===== src/hdl/fsp_pkg.sv =====
// Constants, types and carriers for the flash segment protection map.
`default_nettype none

package fsp_pkg;

  // ----------------------------------------------------------------
  // Flash segment boundaries (instruction word addresses, step of 2)
  // ----------------------------------------------------------------
  localparam int unsigned AW = 24;
  localparam logic [23:0] VS_LAST       = 24'h0001fe;
  localparam logic [23:0] BS_FIRST      = 24'h000200;
  localparam logic [23:0] LAST_32K      = 24'h0057fe;
  localparam logic [23:0] LAST_16K      = 24'h002bfe;
  // Boot segment sizes in instruction words: 768, 3840, 7936, 5376.
  localparam logic [23:0] BW_SMALL      = 24'h000300;
  localparam logic [23:0] BW_MEDIUM     = 24'h000f00;
  localparam logic [23:0] BW_LARGE_32K  = 24'h001f00;
  localparam logic [23:0] BW_LARGE_16K  = 24'h001500;
  localparam logic [23:0] BW_NONE       = 24'h000000;

  // ----------------------------------------------------------------
  // Boot size field codes (low two bits) and pin pair codes
  // ----------------------------------------------------------------
  localparam logic [1:0] BSS_NONE   = 2'h3;
  localparam logic [1:0] BSS_SMALL  = 2'h2;
  localparam logic [1:0] BSS_MEDIUM = 2'h1;
  localparam logic [1:0] BSS_LARGE  = 2'h0;
  localparam logic [1:0] CH_PAIR1   = 2'h3;
  localparam logic [1:0] CH_PAIR2   = 2'h2;
  localparam logic [1:0] CH_PAIR3   = 2'h1;
  localparam logic [1:0] CH_RSVD    = 2'h0;

  // ----------------------------------------------------------------
  // Register offsets, field positions, masks and reset values
  // ----------------------------------------------------------------
  localparam logic [3:0] OFS_BOOT_CFG = 4'h0;
  localparam logic [3:0] OFS_GEN_CFG  = 4'h1;
  localparam logic [3:0] OFS_DBG_CTRL = 4'h2;
  localparam logic [3:0] OFS_TX_DATA  = 4'h3;
  localparam logic [3:0] OFS_RX_DATA  = 4'h4;
  localparam logic [3:0] OFS_STATUS   = 4'h5;
  localparam int unsigned F_WP_N   = 0;
  localparam int unsigned F_BSS_LO = 1;
  localparam int unsigned F_BSS_HI = 3;
  localparam int unsigned F_BCP_N  = 4;
  localparam int unsigned F_GCP_N  = 1;
  localparam int unsigned F_CH_LO  = 0;
  localparam int unsigned F_CH_HI  = 1;
  localparam int unsigned F_DBG_EN = 2;
  localparam int unsigned F_SIZE16 = 3;
  localparam logic [7:0] BOOT_CFG_MASK = 8'h1f;
  localparam logic [7:0] GEN_CFG_MASK  = 8'h03;
  localparam logic [7:0] DBG_MASK      = 8'h0f;
  localparam logic [7:0] BOOT_CFG_RST  = 8'h1f;
  localparam logic [7:0] GEN_CFG_RST   = 8'h03;
  localparam logic [7:0] DBG_RST       = 8'h03;
  localparam logic [15:0] DBG_RAM_BYTES = 16'h0050;
  localparam logic [3:0] TX_BITS        = 4'h8;

  // ----------------------------------------------------------------
  // Types
  // ----------------------------------------------------------------
  typedef enum logic [1:0] {
    SEG_NONE,
    SEG_VECTOR,
    SEG_BOOT,
    SEG_GENERAL
  } fsp_seg_e;

  typedef struct packed {
    logic [3:0] addr;
    logic [7:0] wdata;
    logic       we;
    logic       re;
  } fsp_bus_s;

  typedef struct packed {
    logic [2:0] clk;
    logic [2:0] dat;
  } fsp_pin_in_s;

  typedef struct packed {
    logic [2:0] dat;
    logic [2:0] oe;
  } fsp_pin_out_s;

endpackage

`default_nettype wire


===== src/hdl/fsp_map.sv =====
// Flash segment map, protection lookup and programming/debug pin port.
//
// The address map and strobed register access are this design's own decisions.
`default_nettype none

module fsp_map (
  input  wire logic                 i_clk,
  input  wire logic                 i_rst,
  input  wire fsp_pkg::fsp_bus_s    i_bus,
  output logic [7:0]                o_rdata,
  input  wire logic [23:0]          i_flash_addr,
  output fsp_pkg::fsp_seg_e         o_segment,
  output logic                      o_write_protect,
  output logic                      o_read_protect,
  input  wire logic [15:0]          i_data_addr,
  output logic                      o_data_reserved,
  output logic [2:0]                o_pin_reserved,
  input  wire fsp_pkg::fsp_pin_in_s i_pins,
  output fsp_pkg::fsp_pin_out_s     o_pins,
  input  wire logic                 i_master_clear_pin_n
);
  import fsp_pkg::*;

  // ----------------------------------------------------------------
  // Block state
  // ----------------------------------------------------------------

  // All state of the block lives in one packed struct.
  // The combinational process builds the next copy from the current one.
  // The clocked process only registers that copy or loads reset values.
  // Keeping everything in one struct makes each output a plain flop.
  // Configuration fields sit at the top of the struct.
  // They reset to the erased level: all protection off, pair one, debug off.
  // The pin synchronisers come next, two stages per pin.
  // Only the second stage is ever read by the link logic.
  // This guards against metastability on pins that the far side drives.
  // The link clock is a plain input sampled by the system clock.
  // Its edges are found by comparing the synchronised level with clk_prev.
  // A link clock must therefore stay well below half the system clock.
  typedef struct packed {
    logic [7:0]   boot_cfg;
    logic [7:0]   gen_cfg;
    logic [7:0]   dbg_ctrl;
    fsp_pin_in_s  pin_s1;
    fsp_pin_in_s  pin_s2;
    logic         master_clear_pin_s1;
    logic         master_clear_pin_s2;
    logic         clk_prev;
    logic [7:0]   rx_sr;
    logic [2:0]   rx_cnt;
    logic [7:0]   rx_byte;
    logic         rx_valid;
    logic [7:0]   tx_sr;
    logic [3:0]   tx_cnt;
    logic         tx_busy;
    fsp_pin_out_s pins;
    fsp_seg_e     seg;
    logic         wp;
    logic         rp;
    logic         data_res;
    logic [2:0]   pin_res;
    logic [7:0]   rdata;
  } fsp_state_s;

  fsp_state_s st_q;
  fsp_state_s st_d;

  // ----------------------------------------------------------------
  // Helper functions
  // ----------------------------------------------------------------

  // Segment sizes are counted in instruction words.
  // Word addresses step by two, so a word count is doubled into addresses.
  // The boot segment always starts just above the vector segment.
  // Its end is found by adding the doubled length to that start.
  // Only the low two bits of the size code select a length.
  // The top bit of the code field is stored but has no effect here.
  // The large size code selects a different length on each of the two array sizes.
  // On the small array the largest boot segment fills the whole array above the vector segment.
  // Classification checks vector first, then boot, then general.
  // Anything beyond the array end falls into no segment at all.
  // Such words are reported fully protected so nothing can touch them.

  // Boot segment length in words for the array size and size code.
  function automatic logic [23:0] boot_words(input logic size16,
                                             input logic [1:0] bss);
    logic [23:0] w;
    w = BW_NONE;
    unique case (bss)
      BSS_NONE:   w = BW_NONE;
      BSS_SMALL:  w = BW_SMALL;
      BSS_MEDIUM: w = BW_MEDIUM;
      BSS_LARGE:  w = size16 ? BW_LARGE_16K : BW_LARGE_32K;
    endcase
    return w;
  endfunction

  // Classifies one word address against the configured boundaries.
  function automatic fsp_seg_e classify(input logic [23:0] addr,
                                        input logic size16,
                                        input logic [1:0] bss);
    logic [23:0] boot_end;
    logic [23:0] last;
    logic [23:0] bw;
    fsp_seg_e    s;
    bw       = boot_words(size16, bss);
    boot_end = BS_FIRST + {bw[22:0], 1'b0};
    last     = size16 ? LAST_16K : LAST_32K;
    if (addr <= VS_LAST)
      s = SEG_VECTOR;
    else if (addr < boot_end)
      s = SEG_BOOT;
    else if (addr <= last)
      s = SEG_GENERAL;
    else
      s = SEG_NONE;
    return s;
  endfunction

  // Maps the channel code to a one-hot pin pair; the unused code gives none.
  function automatic logic [2:0] pair_onehot(input logic [1:0] ch);
    logic [2:0] oh;
    oh = 3'h0;
    unique case (ch)
      CH_PAIR1: oh = 3'h1;
      CH_PAIR2: oh = 3'h2;
      CH_PAIR3: oh = 3'h4;
      CH_RSVD:  oh = 3'h0;
    endcase
    return oh;
  endfunction

  // ----------------------------------------------------------------
  // Next-state logic
  // ----------------------------------------------------------------

  // The link runs only while master clear is high and a pair is chosen.
  // The reserved channel code selects no pair, so the link stays idle.
  // Dropping master clear clears a half received byte.
  // It also aborts a transmit in flight and releases the data pin.
  // The link is half duplex: no bit is taken in while transmitting.
  // Receive shifts on rising link clock edges, most significant bit first.
  // Transmit changes the data pin on falling link clock edges.
  // That leaves the far side a full half period to sample each bit.
  // After the last bit the next falling edge releases the pin.
  // A transmit write while busy or while the link is off is ignored.
  // A received byte and a read of it in one cycle leave the flag set.
  // Register reads answer in the following cycle and read zero otherwise.
  logic [2:0] sel;
  logic       sel_clk;
  logic       sel_dat;
  logic       rise;
  logic       fall;
  logic       link_on;
  logic       dbg_en;
  logic       size16;
  logic       rx_done;

  // Decodes fields, runs the pin link and the register port.
  always_comb
  begin
    st_d    = st_q;
    dbg_en  = st_q.dbg_ctrl[F_DBG_EN];
    size16  = st_q.dbg_ctrl[F_SIZE16];
    sel     = pair_onehot(st_q.dbg_ctrl[F_CH_HI:F_CH_LO]);
    sel_clk = |(sel & st_q.pin_s2.clk);
    sel_dat = |(sel & st_q.pin_s2.dat);
    link_on = st_q.master_clear_pin_s2 && (sel != 3'h0);
    rise    = link_on && sel_clk && !st_q.clk_prev;
    fall    = link_on && !sel_clk && st_q.clk_prev;
    rx_done = 1'b0;

    // Two-stage synchronisers for every pin; stage one feeds only stage two.
    st_d.pin_s1  = i_pins;
    st_d.pin_s2  = st_q.pin_s1;
    st_d.master_clear_pin_s1 = i_master_clear_pin_n;
    st_d.master_clear_pin_s2 = st_q.master_clear_pin_s1;
    st_d.clk_prev = sel_clk;

    // Receive: sample data on rising clock edges, MSB first, while idle.
    if (!link_on)
    begin
      st_d.rx_cnt = 3'h0;
    end
    else if (rise && !st_q.tx_busy)
    begin
      st_d.rx_sr  = {st_q.rx_sr[6:0], sel_dat};
      st_d.rx_cnt = st_q.rx_cnt + 3'h1;
      if (st_q.rx_cnt == 3'h7)
      begin
        st_d.rx_byte = {st_q.rx_sr[6:0], sel_dat};
        rx_done      = 1'b1;
      end
    end

    // Transmit: present the next bit on each falling clock edge.
    if (!link_on)
    begin
      st_d.tx_busy = 1'b0;
      st_d.tx_cnt  = 4'h0;
    end
    else if (fall && st_q.tx_busy)
    begin
      if (st_q.tx_cnt == 4'h0)
        st_d.tx_busy = 1'b0;                         // Release after last bit.
      else
      begin
        st_d.pins.dat = {3{st_q.tx_sr[7]}} & sel;
        st_d.tx_sr    = {st_q.tx_sr[6:0], 1'b0};
        st_d.tx_cnt   = st_q.tx_cnt - 4'h1;
      end
    end
    st_d.pins.oe = st_d.tx_busy ? sel : 3'h0;

    // Register writes; a transmit write while busy is ignored.
    if (i_bus.we)
    begin
      unique case (i_bus.addr)
        OFS_BOOT_CFG: st_d.boot_cfg = i_bus.wdata & BOOT_CFG_MASK;
        OFS_GEN_CFG:  st_d.gen_cfg  = i_bus.wdata & GEN_CFG_MASK;
        OFS_DBG_CTRL: st_d.dbg_ctrl = i_bus.wdata & DBG_MASK;
        OFS_TX_DATA:
        begin
          if (!st_q.tx_busy && link_on)
          begin
            st_d.tx_sr   = i_bus.wdata;
            st_d.tx_cnt  = TX_BITS;
            st_d.tx_busy = 1'b1;
            st_d.pins.oe = sel;
          end
        end
        default: ;
      endcase
    end

    // Register reads; reading received data clears its flag, a new byte wins.
    st_d.rdata = 8'h00;
    if (i_bus.re)
    begin
      unique case (i_bus.addr)
        OFS_BOOT_CFG: st_d.rdata = st_q.boot_cfg;
        OFS_GEN_CFG:  st_d.rdata = st_q.gen_cfg;
        OFS_DBG_CTRL: st_d.rdata = st_q.dbg_ctrl;
        OFS_RX_DATA:
        begin
          st_d.rdata    = st_q.rx_byte;
          st_d.rx_valid = 1'b0;
        end
        OFS_STATUS:
          st_d.rdata = {2'b00, st_q.seg, st_q.master_clear_pin_s2, (sel == 3'h0),
                        st_q.tx_busy, st_q.rx_valid};
        default: st_d.rdata = 8'h00;
      endcase
    end
    if (rx_done)
      st_d.rx_valid = 1'b1;

    // Segment class and protection of the presented flash address.
    st_d.seg = classify(i_flash_addr, size16,
                        st_q.boot_cfg[F_BSS_LO+1:F_BSS_LO]);
    unique case (st_d.seg)
      SEG_BOOT:
      begin
        st_d.wp = !st_q.boot_cfg[F_WP_N];
        st_d.rp = !st_q.boot_cfg[F_BCP_N];
      end
      SEG_VECTOR, SEG_GENERAL:
      begin
        st_d.wp = !st_q.gen_cfg[F_WP_N];
        st_d.rp = !st_q.gen_cfg[F_GCP_N];
      end
      SEG_NONE:
      begin
        st_d.wp = 1'b1;
        st_d.rp = 1'b1;
      end
    endcase

    // Resources withheld while debugging is enabled.
    st_d.data_res = dbg_en && (i_data_addr < DBG_RAM_BYTES);
    st_d.pin_res  = dbg_en ? sel : 3'h0;
  end

  // ----------------------------------------------------------------
  // State register
  // ----------------------------------------------------------------

  // Reset is synchronous and loads constants only.
  // The segment output starts as vector, which matches address zero.
  // The first edge after release shows the class of the presented address.
  // All pins are released and all reserved flags are low after reset.
  // Synchroniser stages reset low, so master clear reads low for two cycles.
  // No link edge can be seen until the stages hold real pin levels.

  // Registers the whole state; reset restores erased configuration.
  always_ff @(posedge i_clk)
  begin
    if (i_rst)
    begin
      st_q          <= '0;
      st_q.boot_cfg <= BOOT_CFG_RST;
      st_q.gen_cfg  <= GEN_CFG_RST;
      st_q.dbg_ctrl <= DBG_RST;
      st_q.seg      <= SEG_VECTOR;
    end
    else
      st_q <= st_d;
  end

  // ----------------------------------------------------------------
  // Outputs, all taken from the state register
  // ----------------------------------------------------------------

  // Every output comes straight from a flop of the state register.
  // Lookups therefore answer one cycle after the address is presented.
  // Users that need a same-cycle answer must present addresses early.
  // Drives the ports from the registered state.
  assign o_rdata         = st_q.rdata;
  assign o_segment       = st_q.seg;
  assign o_write_protect = st_q.wp;
  assign o_read_protect  = st_q.rp;
  assign o_data_reserved = st_q.data_res;
  assign o_pin_reserved  = st_q.pin_res;
  assign o_pins          = st_q.pins;

endmodule

`default_nettype wire


===== config.mk =====
export PLATFORM = sky130hd
export DESIGN_NAME = fsp_map
export DESIGN_NICKNAME = d
export VERILOG_FILES = /design/src/hdl/fsp_pkg.sv /design/src/hdl/fsp_map.sv
export SDC_FILE = /design/constraint.sdc
export NUM_CORES = 1
export LEC_CHECK = 0
export BUFFER_PORTS_ARGS = -buffer_cell sky130_fd_sc_hd__buf_2
export CORE_UTILIZATION = 48
export CTS_CLUSTER_SIZE = 30
export DETAILED_ROUTE_END_ITERATION = 10
export PLACE_DENSITY = 0.75
export SKIP_CTS_REPAIR_TIMING = 1
export SLEW_MARGIN = 20
export SYNTH_ARGS = -nofsm -noshare
export SYNTH_HDL_FRONTEND = slang
export SYNTH_SLANG_ARGS = --single-unit

===== constraint.sdc =====
create_clock -name i_clk -period 2.3 [get_ports i_clk]
set_input_delay 0.115 -clock i_clk [delete_from_list [all_inputs] [get_ports i_clk]]
set_output_delay 0.115 -clock i_clk [all_outputs]
set_load 0.01 [all_outputs]

==> results.txt <==
status = finished clean
ys flop type = dfxtp_1
I/O pin total = 85
post-DP HPWL = 5600 um
Max Slew Vio Count = 0
TritonCTS Sinks = 80
highest-delay cell along the critical path = dfxtp_2
Critical path buffers and inverters = 2
Clock Root Buffer = clkbuf_8
Post-Synth Simple-Gate Area = 20.9%
Critical path origin = st_q[88]$_SDFFE_PP1P_
cell family with most CP delay = compound AO/OA/AOI/OAI gates
Rows = 31
initial DRC count = 96
deepest clock path buffer count = 2
Sequential Power Share = 51.3%
Synth Area in Compound Gates = 12.1%
post-synthesis xor/xnor area fraction = 0.477%
switching share of power = 22.1%
layout cell share with drive strength beyond 1 = 28.9%
final setup margin = 69.1 ps
Worst path depth = 12
EDFF count, synth = 0
Worst Tran Pin Value = 918 ps
relative slew slack = 37.9%
Hold Crit Class = in -> reg
hold path startpoint = i_bus[6]
CP max stage delay = 340 ps
ANT nets after route = 0
Starting Density = 50.1%
mux contribution to synthesized area = 10.5%
H-tree level count = 3
DR vias = 3021
largest net degree at the start of global routing = 29
clock-pin slew on the worst setup and hold paths = 80 ps
cells after synthesis = 394
# fillers = 621
syn nets = 471
syn avg cell area = 9.32 um^2
gpl congestion = 0.822
clk_skew = 7.81 ps
critical setup path kind = reg -> reg
Reg2Reg Setup Slack = 70 ps
worst reg-to-reg path cell count = 12
Logic pwr share = 8.0%
DRC violations left = 0
vias in the first global route = 2709
synth warn = 0
synthesized area = 0.00367 mm^2
total CTS buffers = 9
number of diodes = 0
VDD IR max = 0.435 mV
Die Y-Extent = 89.5 um
Clock power frac = 40.7%
WP data required = 2580 ps
total gr overflow = 0
count of input and output buffers = 80
Static Leak = 2.02 nW
adder-cell area share of the yosys netlist = 4.77%
max-cap check violation count = 0
WP data arrival = 2510 ps
Yosys cell types = 57
critical path endpoint category = register
Overall Global Routing Usage = 19.5%
TritonCTS clock tree = done
flop and latch count out of synthesis = 80
cell area power density = 619 mW/mm^2
Final Cell Area = 0.00444 mm^2
Seq/Total Area, Yosys = 43.6%
initial antenna violation count = 0
Vias per Instance = 5.27
core area = 0.00733 mm^2
Max Clk Rate = 448 MHz
dpl cell area = 0.00405 mm^2
fin crit period = 2230 ps
Skew-Pair Late Insertion Delay = 350 ps
CP endpoint = o_read_protect$_SDFF_PP0_
CP Launch Type = register
R2R Path Start = st_q[88]$_SDFFE_PP1P_
area of the multi-input gates = 0.00186 mm^2
die footprint = 0.00801 mm^2
Hold Fails Final Rpt = 0
die width = 89.5 um
final wirelength = 7610 um
RR Endpoint = o_read_protect$_SDFF_PP0_
DP Worst Slack = -78.4 ps
Total Nets Final = 546
reported net switching power = 0.607 mW
Crit Path Max Fanout = 3
most frequent cells in the layout = buf_2 (80), dfxtp_1 (78), nor2_1 (43)
Final period util = 97.0%
largest family of logic cells by synthesized area = simple AND/OR/NAND/NOR gates
internal power = 2.14 mW
Area Overhead vs Synth = 20.9%
commonest non-fill, non-tap cell in the layout = buf_2
ys async rst share = 0%
cell breakdown of the critical path = nor2_4 > nand2_1 > a21boi_2 > ha_2 > inv_1 > ha_1 > o21ai_0 > a31o_2 > a31oi_4 > buf_6 > o31ai_1 > a31oi_1
WL/cell = 13.3 um
FF+latch area = 0.00160 mm^2
Detailed Routing Iterations Pass 1 = 4
final setup fails = 0
first-pass GRT wire length = 12000 um
## kinds of logic (layout without fill, tap and decap cells)
logic type | after synthesis | after routing
AND/OR/NAND/NOR | 151 | 151
multiplexers | 38 | 38
XOR/XNOR | 2 | 2
adder cells (fa/ha/maj) | 14 | 14
buffers and inverters | 50 | 130
AO/OA/AOI/OAI | 59 | 59
flip-flops | 80 | 80
## registers in the layout, summed over array words and instances (netlist names)
signal	flops
dbg_en	1
o_data_reserved	1
o_pin_reserved	3
o_pins	6
o_rdata	8
o_read_protect	1
o_segment	2
o_write_protect	1
size16	1
st_d	7
st_q	49
## metal layers
layer	wire, um	GRT usage [%]	up-vias
li1	-	-	1520
met1	3540	25.2	1413
met2	3610	31.4	76
met3	357	5.26	12
met4	104	6.64	0
met5	0	0	-
## synthesized netlist by cell type, drive strengths merged (7+ instances only)
master  count  share of area (%)
a211oi      7                1.7
a21oi      15                2.0
buf        26                5.2
clkbuf     12                1.2
dfxtp      80                 44
ha         14                4.8
inv        12                1.2
mux2i      36                9.8
nand2      33                3.4
nand3       9                1.2
nor2       46                4.9
nor2b      21                3.6
nor3        9                1.5
nor4       10                1.7
o21ai       8                1.1
## worst min-delay path by stage
stage | depth (start not counted) | end | slack (ps)
5_1_grt | 3 | st_q[90]$_SDFFE_PP1P_ | 20
2_1_floorplan | 2 | st_q[70]$_SDFFE_PP1P_ | 240
3_5_place_dp | 2 | st_d[60]$_SDFF_PP0_ | 330
3_3_place_gp | 2 | st_d[60]$_SDFF_PP0_ | 330
6_report | 3 | st_q[90]$_SDFFE_PP1P_ | 9
4_1_cts | 2 | st_d[61]$_SDFF_PP0_ | -40
## metrics by stage
step                      hold WS, ps  total power [mW]  std cells  setup TNS, ps  util (%)
after global routing             19.3              2.85        573          -11.3      60.6
after CTS                       -35.9              2.75        563           -214      58.3
after detailed placement          332              1.64        547           -181      55.3
after global placement            326              1.63        547              0      55.3
after floorplan                   240              1.55        394              0         -
final                            8.73              2.75        573              0      60.6
## layout make-up
type                            instances  share of cell area, %
Clock buffer                           10                   3.10
Multi-Input combinational cell        264                   41.9
Inverter                               12                   1.01
Clock inverter                          6                   1.86
Sequential cell                        80                   36.1
Timing Repair Buffer                  102                   13.2
Tap cell                               99                   2.79
## worst register-to-register path: stages (launching register included)
cell	delay, ps
dfxtp_2	340
nor2_4	120
nand2_1	70
a21boi_2	150
ha_2	300
inv_1	40
ha_1	250
o21ai_0	90
a31o_2	250
a31oi_4	190
buf_6	130
o31ai_1	70
a31oi_1	170
## power groups by stage
stage,registers [mW],logic (mW),clock network (mW)
after floorplan,1.44,0.107,0
after global placement,1.44,0.188,0
after detailed placement,1.44,0.194,0
after CTS,1.41,0.195,1.14
after global routing,1.41,0.241,1.20
final,1.41,0.219,1.12
(Power assumes the default switching activity.)
